--- src/rtl/smw_pkg.sv ---
// Package: shared constants and types of the STOP wake-up controller
package smw_pkg;

    // ****************************************
    // Register map (word offsets as byte addresses)
    // ****************************************
    localparam logic [7:0] SMW_ADDR_CTRL = 8'h00;
    localparam logic [7:0] SMW_ADDR_PSC = 8'h04;
    localparam logic [7:0] SMW_ADDR_OSTS = 8'h08;
    localparam logic [7:0] SMW_ADDR_STAT = 8'h0C;
    localparam logic [7:0] SMW_ADDR_PERIPH = 8'h10;

    // ****************************************
    // Field positions
    // ****************************************
    // Control register
    localparam int SMW_CTRL_STOP = 0;
    localparam int SMW_CTRL_SUB = 1;
    localparam int SMW_CTRL_WT_SUB = 2;
    localparam int SMW_CTRL_T16_WT = 3;
    localparam int SMW_CTRL_T16_EN = 4;
    localparam int SMW_CTRL_T8_EXT = 5;
    localparam int SMW_CTRL_T8_M16 = 6;
    localparam int SMW_CTRL_CSI_EXT = 7;
    localparam int SMW_CTRL_UART_EXT = 8;
    localparam int SMW_CTRL_RTO_T8 = 9;
    localparam int SMW_CTRL_IN_ISR = 10;
    // Power-save control register
    localparam int SMW_PSC_WDT_NM = 0;
    localparam int SMW_PSC_PIN_NM = 1;
    localparam int SMW_PSC_MASK = 2;

    // ****************************************
    // Reset values and widths
    // ****************************************
    localparam int SMW_CNT_W = 16;
    localparam logic [SMW_CNT_W-1:0] SMW_OSTS_RST = 16'h8000;
    localparam logic [10:0] SMW_CTRL_RST = 11'h000;
    localparam logic [2:0] SMW_PSC_RST = 3'h0;
    localparam logic [3:0] SMW_PRIO_RST = 4'h0;
    localparam logic [SMW_CNT_W-1:0] SMW_CNT_ONE = 16'h0001;

    // Wake-up sequencer states
    typedef enum logic [1:0] {
        SMW_RUN = 2'b00,
        SMW_STOP = 2'b01,
        SMW_WAIT = 2'b10
    } smw_state_t;

    // Wake action codes handed to the CPU
    typedef enum logic [1:0] {
        SMW_ACT_NONE = 2'b00,
        SMW_ACT_NEXT = 2'b01,
        SMW_ACT_ACK = 2'b10,
        SMW_ACT_NMI = 2'b11
    } smw_act_t;

endpackage

--- src/rtl/smw_wake_if.sv ---
// Interface: wake decision between decoder and sequencer
`timescale 1ns/1ps
interface smw_wake_if;
    import smw_pkg::*;
    logic wake;
    logic nmi;
    logic ack;
    logic reset_wake;
    modport src (output wake, output nmi, output ack, output reset_wake);
    modport dst (input wake, input nmi, input ack, input reset_wake);
endinterface

--- src/rtl/smw_stab_cnt.sv ---
// Oscillation stabilization down-counter
`timescale 1ns/1ps
module smw_stab_cnt
    import smw_pkg::*;
(
    // Clock and reset
    input wire logic clk_i,
    input wire logic reset_i,
    // Control
    input wire logic start_i,
    input wire logic [SMW_CNT_W-1:0] load_i,
    // Status
    output logic done_o
);
    logic [SMW_CNT_W-1:0] cnt_q;
    logic busy_q;
    wire logic last;

    assign last = busy_q & (cnt_q <= SMW_CNT_ONE);

    // Restart on every start, even mid-count
    always_ff @(posedge clk_i or posedge reset_i) begin
        if (reset_i) begin
            cnt_q <= '0;
            busy_q <= 1'b0;
        end else if (start_i) begin
            cnt_q <= load_i;
            busy_q <= 1'b1;
        end else if (busy_q) begin
            cnt_q <= cnt_q - SMW_CNT_ONE;
            busy_q <= ~last;
        end
    end

    assign done_o = last & ~start_i;
endmodule

--- src/rtl/smw_top.sv ---
// STOP mode wake-up controller top level
//
// Summary of operation
// - Listed NMI, interrupt and reset sources end STOP
// - Resume only after stabilization wait elapses
// - Wake regardless of request priority
// - Lower priority in ISR: wake, keep pending
// - Higher priority or NMI in ISR: acknowledge
// - NMI wake always branches to handler
// - Maskable wake: next instruction unless taken
// - Wake-disable bit set ignores that source
// - Reset wake behaves as ordinary reset
// - Port pins frozen during STOP
// - Internal data preserved through STOP
// - 16-bit timer runs only via subclock watch
// - 8-bit timers on external or match clock
// - Clocked serial port and first UART only on external clocks; second UART and two-wire port stop
// - Real-time output triggers, buffers not reloaded
`timescale 1ns/1ps
module smw_top
    import smw_pkg::*;
(
    // Clock and reset
    input wire logic clk_i,
    input wire logic reset_i,
    // Register port
    input wire logic [7:0] addr_i,
    input wire logic [31:0] wdata_i,
    input wire logic wr_i,
    input wire logic rd_i,
    output logic [31:0] rdata_o,
    // Wake requests
    input wire logic nmi_pin_i,
    input wire logic watchdog2_nonmask_irq_i,
    input wire logic [7:0] ext_pin_irq_i,
    input wire logic [7:0] ext_pin_mask_i,
    input wire logic periph_irq_i,
    input wire logic [3:0] periph_prio_i,
    input wire logic [3:0] ext_prio_i,
    input wire logic rst_pin_i,
    input wire logic watchdog2_reset_i,
    // CPU context
    input wire logic irq_globally_enabled_i,
    input wire logic [3:0] cur_prio_i,
    input wire logic [7:0] port_out_i,
    // CPU control
    output logic cpu_clk_en_o,
    output logic sys_reset_o,
    output logic [1:0] wake_act_o,
    output logic irq_pending_o,
    output logic [7:0] port_pin_o,
    output logic ram_we_en_o,
    // Peripheral clock enables in STOP
    output logic timer16_run_o,
    output logic timer8_run_o,
    output logic clocked_serial_port_run_o,
    output logic first_uart_run_o,
    output logic second_uart_run_o,
    output logic two_wire_port_run_o,
    output logic rto_run_o,
    output logic rto_buffer_load_en_o
);
    // ****************************************
    // Registers and state
    // ****************************************
    smw_state_t state_q, state_d;
    logic [10:0] ctrl_q;
    logic [2:0] psc_q;
    logic [SMW_CNT_W-1:0] osts_q;
    logic [1:0] act_q;
    logic pend_q;
    logic [31:0] rdata_q;
    logic [7:0] port_q;
    logic cpu_en_q;
    logic sysrst_q;
    logic [7:0] run_q;

    smw_wake_if w();

    wire logic stopped;
    wire logic stop_req;
    wire logic start_stab;
    wire logic stab_done;
    wire logic [SMW_CNT_W-1:0] stab_load;
    wire logic sel_ctrl;
    wire logic sel_psc;
    wire logic sel_osts;
    wire logic [31:0] rd_mux;
    wire logic sub;
    wire logic [7:0] run_d;
    smw_act_t act_d;

    // ****************************************
    // Register decode
    // ****************************************
    assign sel_ctrl = wr_i & (addr_i == SMW_ADDR_CTRL);
    assign sel_psc = wr_i & (addr_i == SMW_ADDR_PSC);
    assign sel_osts = wr_i & (addr_i == SMW_ADDR_OSTS);
    assign stop_req = sel_ctrl & wdata_i[SMW_CTRL_STOP]
        & (state_q == SMW_RUN);
    assign sub = ctrl_q[SMW_CTRL_SUB];
    assign stopped = (state_q != SMW_RUN);

    // Read mux; unmapped addresses read zero
    assign rd_mux =
        (addr_i == SMW_ADDR_CTRL) ? {21'h00_0000, ctrl_q} :
        (addr_i == SMW_ADDR_PSC) ? {29'h0000_0000, psc_q} :
        (addr_i == SMW_ADDR_OSTS) ? {16'h0000, osts_q} :
        (addr_i == SMW_ADDR_STAT) ?
            {27'h000_0000, pend_q, act_q, state_q} :
        (addr_i == SMW_ADDR_PERIPH) ? {24'h00_0000, run_q} :
        32'h0000_0000;

    // Software writes only while running; CPU is halted otherwise
    always_ff @(posedge clk_i or posedge reset_i) begin
        if (reset_i) begin
            ctrl_q <= SMW_CTRL_RST;
            psc_q <= SMW_PSC_RST;
            osts_q <= SMW_OSTS_RST;
            rdata_q <= 32'h0000_0000;
        end else begin
            if (sel_ctrl) begin
                ctrl_q <= wdata_i[10:0];
            end
            if (sel_psc) begin
                psc_q <= wdata_i[2:0];
            end
            if (sel_osts) begin
                osts_q <= wdata_i[SMW_CNT_W-1:0];
            end
            rdata_q <= rd_i ? rd_mux : 32'h0000_0000;
        end
    end

    // ****************************************
    // Wake decision and stabilization
    // ****************************************
    smw_wake_dec u_dec (
        .nmi_pin_i(nmi_pin_i),
        .watchdog2_nonmask_irq_i(watchdog2_nonmask_irq_i),
        .ext_pin_irq_i(ext_pin_irq_i),
        .ext_pin_mask_i(ext_pin_mask_i),
        .periph_irq_i(periph_irq_i),
        .periph_prio_i(periph_prio_i),
        .ext_prio_i(ext_prio_i),
        .rst_pin_i(rst_pin_i),
        .watchdog2_reset_i(watchdog2_reset_i),
        .sub_i(sub),
        .psc_i(psc_q),
        .in_isr_i(ctrl_q[SMW_CTRL_IN_ISR]),
        .cur_prio_i(cur_prio_i),
        .w(w)
    );

    // Reset wake uses the reset stabilization length
    assign stab_load = w.reset_wake ? SMW_OSTS_RST : osts_q;
    assign start_stab = stopped & w.wake;

    smw_stab_cnt u_stab (
        .clk_i(clk_i),
        .reset_i(reset_i),
        .start_i(start_stab),
        .load_i(stab_load),
        .done_o(stab_done)
    );

    // Next state: any release restarts the wait
    always_comb begin
        state_d = state_q;
        unique case (state_q)
            SMW_RUN: begin
                if (stop_req) begin
                    state_d = SMW_STOP;
                end
            end
            SMW_STOP: begin
                if (w.wake) begin
                    state_d = SMW_WAIT;
                end
            end
            SMW_WAIT: begin
                if (stab_done) begin
                    state_d = SMW_RUN;
                end
            end
            default: begin
                state_d = SMW_RUN;
            end
        endcase
    end

    // Action the CPU takes once clock returns
    always_comb begin
        if (w.nmi) begin
            act_d = SMW_ACT_NMI;
        end else if (w.ack & irq_globally_enabled_i) begin
            act_d = SMW_ACT_ACK;
        end else begin
            act_d = SMW_ACT_NEXT;
        end
    end

    // ****************************************
    // Peripheral run enables in STOP
    // ****************************************
    assign run_d[0] = ~stopped | (sub & ctrl_q[SMW_CTRL_T16_WT]
        & ctrl_q[SMW_CTRL_WT_SUB]);
    assign run_d[1] = ~stopped | ctrl_q[SMW_CTRL_T8_EXT]
        | (sub & ctrl_q[SMW_CTRL_T8_M16] & ctrl_q[SMW_CTRL_T16_EN]
        & run_d[0]);
    assign run_d[2] = ~stopped | ctrl_q[SMW_CTRL_CSI_EXT];
    assign run_d[3] = ~stopped | ctrl_q[SMW_CTRL_UART_EXT];
    assign run_d[4] = ~stopped;
    assign run_d[5] = ~stopped;
    assign run_d[6] = ~stopped | (ctrl_q[SMW_CTRL_RTO_T8]
        & run_d[1]);
    assign run_d[7] = ~stopped;

    // ****************************************
    // Sequencer and output flops
    // ****************************************
    always_ff @(posedge clk_i or posedge reset_i) begin
        if (reset_i) begin
            state_q <= SMW_RUN;
            act_q <= SMW_ACT_NONE;
            pend_q <= 1'b0;
            cpu_en_q <= 1'b1;
            sysrst_q <= 1'b1;
            port_q <= 8'h00;
            run_q <= 8'hFF;
        end else begin
            state_q <= state_d;
            cpu_en_q <= (state_d == SMW_RUN);
            sysrst_q <= stopped & w.reset_wake;
            run_q <= run_d;
            // Pins follow the CPU only while running
            if (!stopped) begin
                port_q <= port_out_i;
            end
            if (start_stab) begin
                act_q <= act_d;
                // A maskable wake not acknowledged keeps its request unless an NMI or reset wake comes with it,
                // including one refused because interrupts are disabled
                pend_q <= (act_d == SMW_ACT_NEXT) & ~w.reset_wake;
            end else if (state_q == SMW_RUN && !stop_req) begin
                // Cleared by the CPU's next STOP entry
                act_q <= act_q;
            end
            if (stop_req) begin
                act_q <= SMW_ACT_NONE;
                pend_q <= 1'b0;
            end
        end
    end

    // RAM writes blocked while halted keep data intact
    assign ram_we_en_o = cpu_en_q;
    assign rdata_o = rdata_q;
    assign cpu_clk_en_o = cpu_en_q;
    assign sys_reset_o = sysrst_q;
    assign wake_act_o = act_q;
    assign irq_pending_o = pend_q;
    assign port_pin_o = port_q;
    assign timer16_run_o = run_q[0];
    assign timer8_run_o = run_q[1];
    assign clocked_serial_port_run_o = run_q[2];
    assign first_uart_run_o = run_q[3];
    assign second_uart_run_o = run_q[4];
    assign two_wire_port_run_o = run_q[5];
    assign rto_run_o = run_q[6];
    assign rto_buffer_load_en_o = run_q[7];
endmodule

--- src/rtl/smw_wake_dec.sv ---
// Wake source decoder: qualifies requests against disables and priority
`timescale 1ns/1ps
module smw_wake_dec
    import smw_pkg::*;
(
    // Requests
    input wire logic nmi_pin_i,
    input wire logic watchdog2_nonmask_irq_i,
    input wire logic [7:0] ext_pin_irq_i,
    input wire logic [7:0] ext_pin_mask_i,
    input wire logic periph_irq_i,
    input wire logic [3:0] periph_prio_i,
    input wire logic [3:0] ext_prio_i,
    input wire logic rst_pin_i,
    input wire logic watchdog2_reset_i,
    // Context
    input wire logic sub_i,
    input wire logic [2:0] psc_i,
    input wire logic in_isr_i,
    input wire logic [3:0] cur_prio_i,
    // Decision
    smw_wake_if.src w
);
    wire logic wdt_nm;
    wire logic pin_nm;
    wire logic ext_any;
    wire logic mask_req;
    wire logic ext_hi;
    wire logic per_hi;

    // Second watchdog only counts while on subclock
    assign wdt_nm = watchdog2_nonmask_irq_i & sub_i
        & ~psc_i[SMW_PSC_WDT_NM];
    assign pin_nm = nmi_pin_i & ~psc_i[SMW_PSC_PIN_NM];
    assign ext_any = |(ext_pin_irq_i & ~ext_pin_mask_i);
    // Priority never gates the wake itself
    assign mask_req = (ext_any | periph_irq_i)
        & ~psc_i[SMW_PSC_MASK];
    // Lower value means higher priority
    assign ext_hi = ext_any & (ext_prio_i < cur_prio_i);
    assign per_hi = periph_irq_i & (periph_prio_i < cur_prio_i);

    assign w.nmi = wdt_nm | pin_nm;
    assign w.reset_wake = rst_pin_i | (watchdog2_reset_i & sub_i);
    assign w.wake = w.nmi | mask_req | w.reset_wake;
    // Outside a service routine any unmasked request may be taken
    assign w.ack = mask_req & (~in_isr_i | ext_hi | per_hi);
endmodule

--- config.mk ---
export PLATFORM = sky130hd
export DESIGN_NAME = smw_top
export DESIGN_NICKNAME = d
export VERILOG_FILES = /design/src/rtl/smw_pkg.sv /design/src/rtl/smw_wake_if.sv /design/src/rtl/smw_stab_cnt.sv /design/src/rtl/smw_top.sv /design/src/rtl/smw_wake_dec.sv
export SDC_FILE = /design/constraint.sdc
export NUM_CORES = 1
export LEC_CHECK = 0
export BUFFER_PORTS_ARGS = -buffer_cell sky130_fd_sc_hd__buf_2
export CORE_ASPECT_RATIO = 0.8
export CORE_MARGIN = 8
export CORE_UTILIZATION = 50
export CTS_CLUSTER_SIZE = 28
export DETAILED_ROUTE_END_ITERATION = 16
export PLACE_DENSITY = 0.88
export SYNTH_ARGS = -nofsm -noshare
export SYNTH_HDL_FRONTEND = slang
export SYNTH_SLANG_ARGS = --single-unit
--- constraint.sdc ---
create_clock -name clk_i -period 3 [get_ports clk_i]
set_input_delay 0.6 -clock clk_i [delete_from_list [all_inputs] [get_ports clk_i]]
set_output_delay 0.6 -clock clk_i [all_outputs]
set_load 0.01 [all_outputs]
==> results.yml <==
route:
  first_iter_violations: 332
  vias_per_cell: 5.52
  wire_per_inst_um: 17.7
  vias: 3432
  drcViolationCount: 0
  drt_wl_total_um: 11000
  drtPass1Iterations: 6
  postRouteAntennaNets: 0
finish:
  final_common_cell: "buf_2"
  antenna_cells: 0
  seq_area_sq_um: 2110
  multi_input_area_sq_um: 1820
  finalNonFillerCells: 622
  drive_gt1_share_pct: 35.0
  area_delta_synth_final_pct: 18.6
  final_cell_mix: "107 x buf_2, 75 x dfrtp_1, 55 x nand2_1"
  nets: 603
  fillerInstances: 667
  stdcell_area_sq_um: 4950
critical_path:
  startpoint_type: "flop"
  cp_data_arrival_time_ns: 2.48
  worst-path-max-fanout: 5
  cp.required_ns: 3.26
  reg2reg_depth: 6
  critPathCaptureType: "flop"
  critPathKind: "flop to flop"
synthesis:
  synth_seq_area_share_pct: 50.7
  synth_edf_count: 0
  ys_ff_latch: 84
  synthCells: 400
  yosys_most_used_dff: "dfrtp_1"
  synth_cell_types: 54
  yosysWarnings: 0
  syn-cell-area_sq_um: 4170
  syn-mean-instance-area_sq_um: 10.4
  async_reset_ff_share_pct: 100
place:
  placed_cells: 606
  port_buffers: 107
  post-dp-hpwl_um: 8240
  place_area_sq_um: 4750
  gp_congestion: 0.924
floorplan:
  core_sq_um: 8020
  pin_count: 140
  die_x_um: 118
  start_util_pct: 52.0
  die-area_sq_um: 11500
  fp.dieH_um: 97.7
  rows: 29
timing:
  fin_tns_setup_ns: 0
  drv_slew: 0
  max_slew_margin_pct: 47.3
  setup_viol: 0
  tightest_slew_ns: 0.790
  whs_ns: 0.354
  timing.final.crit_share_pct: 74.0
  rsz0062_at_grt: "no"
  max_freq_mhz: 451
  fin_worst_skew_ns: 0.0101
  min_period_ns: 2.22
  final_hold_viol_count: 0
clock_tree:
  clock-sinks: 84
  clk_latency_ns: 0.36
  cts-htree-levels: 3
  cts_root_buf: "clkbuf_8"
  cts_tree: "built"
  clk_path_buf_depth: 2
  cts_resized: 0
  hold_buffers: 0
  numCtsBuffers: 9
  cts_setup_buffers: 0
  clk_pin_slew_ns: 0.09
pwr:
  total_power_mw: 2.83
  ir_drop_mv: 0.297
  pwr_density_cell_nw_per_um2: 572
  leakagePower_nw: 2.52
global_route:
  grt_pass1_wl_um: 18100
  grt_pass1_vias: 3664
  grt_usage_pct: 19.4
  grt.overflow.total: 0
  antenna_found_initial: 0
  grt_max_degree: 47
run:
  drv_cap: 0
run_status:
  status: "complete, no violations"
hold_path:
  hp-class: "input pin to asynchronous set/reset pin"
## power by group
group	total, mW	switching, mW	internal, mW	leakage (nW)
registers	1.44	0.155	1.28	1.08
clock network	0.817	0.428	0.389	0.100
logic	0.576	0.309	0.267	1.34
total	2.83	0.892	1.94	2.52
## final timing paths
check	slack, ns	startpoint	end
max in group asynchronous	1.87	reset_i	run_q[5]$_DFF_PP1_
worst max register to register	0.78	u_stab.cnt_q[5]$_DFFE_PP0P_	state_q[1]$_DFF_PP0_
worst min register to register	0.49	ctrl_q[0]$_DFFE_PP0P_	ctrl_q[0]$_DFFE_PP0P_
worst min-delay path	0.35	reset_i	rdata_o[3]$_DFF_PP0_
min in group clk_i	0.45	wdata_i[8]	ctrl_q[8]$_DFFE_PP0P_
worst max-delay path	0.78	u_stab.cnt_q[5]$_DFFE_PP0P_	state_q[1]$_DFF_PP0_
## sequential cells by signal (all words and copies together), names as in the netlist
| name | cells |
|---|---|
| cpu_clk_en_o | 1 |
| ctrl_q | 11 |
| irq_pending_o | 1 |
| osts_q | 16 |
| port_pin_o | 8 |
| psc_q | 3 |
| rdata_o | 16 |
| run_q | 6 |
| state_q | 2 |
| sys_reset_o | 1 |
| u_stab.busy_q | 1 |
| u_stab.cnt_q | 16 |
| wake_act_o | 2 |
## per-layer routing
layer,GRT usage (%),vias to the layer above,share of wire [%]
met5,0,-,0
met4,6.68,0,2.4
met3,5.57,35,7.4
met2,33.0,180,49
met1,23.0,1654,41
li1,-,1563,-
## per-stage QoR
step / utilization (%) / setup WS [ns]
final: 61.7 / 0.781
after global routing: 61.7 / 0.655
after CTS: 61.7 / 0.806
after detailed placement: 59.2 / 0.463
after global placement: 59.2 / 0.539
after floorplan: - / 0.250
## critical path: stages, from the launching register on
cell     delay [ns]
dfrtp_1        0.45
nor4_2         0.46
nand2_1        0.14
or3_1          0.38
nor4b_2        0.31
a31oi_1        0.17
a21o_1         0.21
## cell families (layout without fill, tap and decap cells)
| kind of cell | Yosys count | in the layout | synth area share, % |
|---|---|---|---|
| flip-flops | 84 | 84 | 50.7 |
| XOR/XNOR | 14 | 14 | 2.94 |
| buffers and inverters | 52 | 151 | 6.93 |
| other | 1 | 16 | 0.0899 |
| AO/OA/AOI/OAI | 71 | 71 | 10.7 |
| multiplexers | 32 | 32 | 9.45 |
| AND/OR/NAND/NOR | 138 | 138 | 16.8 |
| adder cells (fa/ha/maj) | 8 | 8 | 2.40 |
## synthesized netlist by cell type (5+ instances only)
master	instances	area (sq um)
nand2_1	55	206
a31oi_1	5	31.3
dfstp_2	9	236
nor2_1	18	67.6
a21oi_1	11	55.1
mux2_2	19	214
nor3_1	8	40.0
ha_1	8	100
nand3_1	11	55.1
and3_1	8	50.1
inv_1	19	71.3
dfrtp_1	75	1880
nor2b_1	8	50.1
nand2b_1	8	50.1
mux2_4	10	150
xnor2_1	11	96.3
o22ai_1	5	31.3
clkbuf_1	9	33.8
buf_4	19	143
o21ai_0	26	130
## final cells by class
cell class	instances	share of cell area, %
clock buffers	9	2.50
multi-input cells	279	36.9
flip-flops and latches	84	42.7
clock inverters	7	1.49
well taps	108	2.73
repair buffers	116	12.2
inverters	19	1.47
Note: power is estimated with default switching activity, not from simulation.
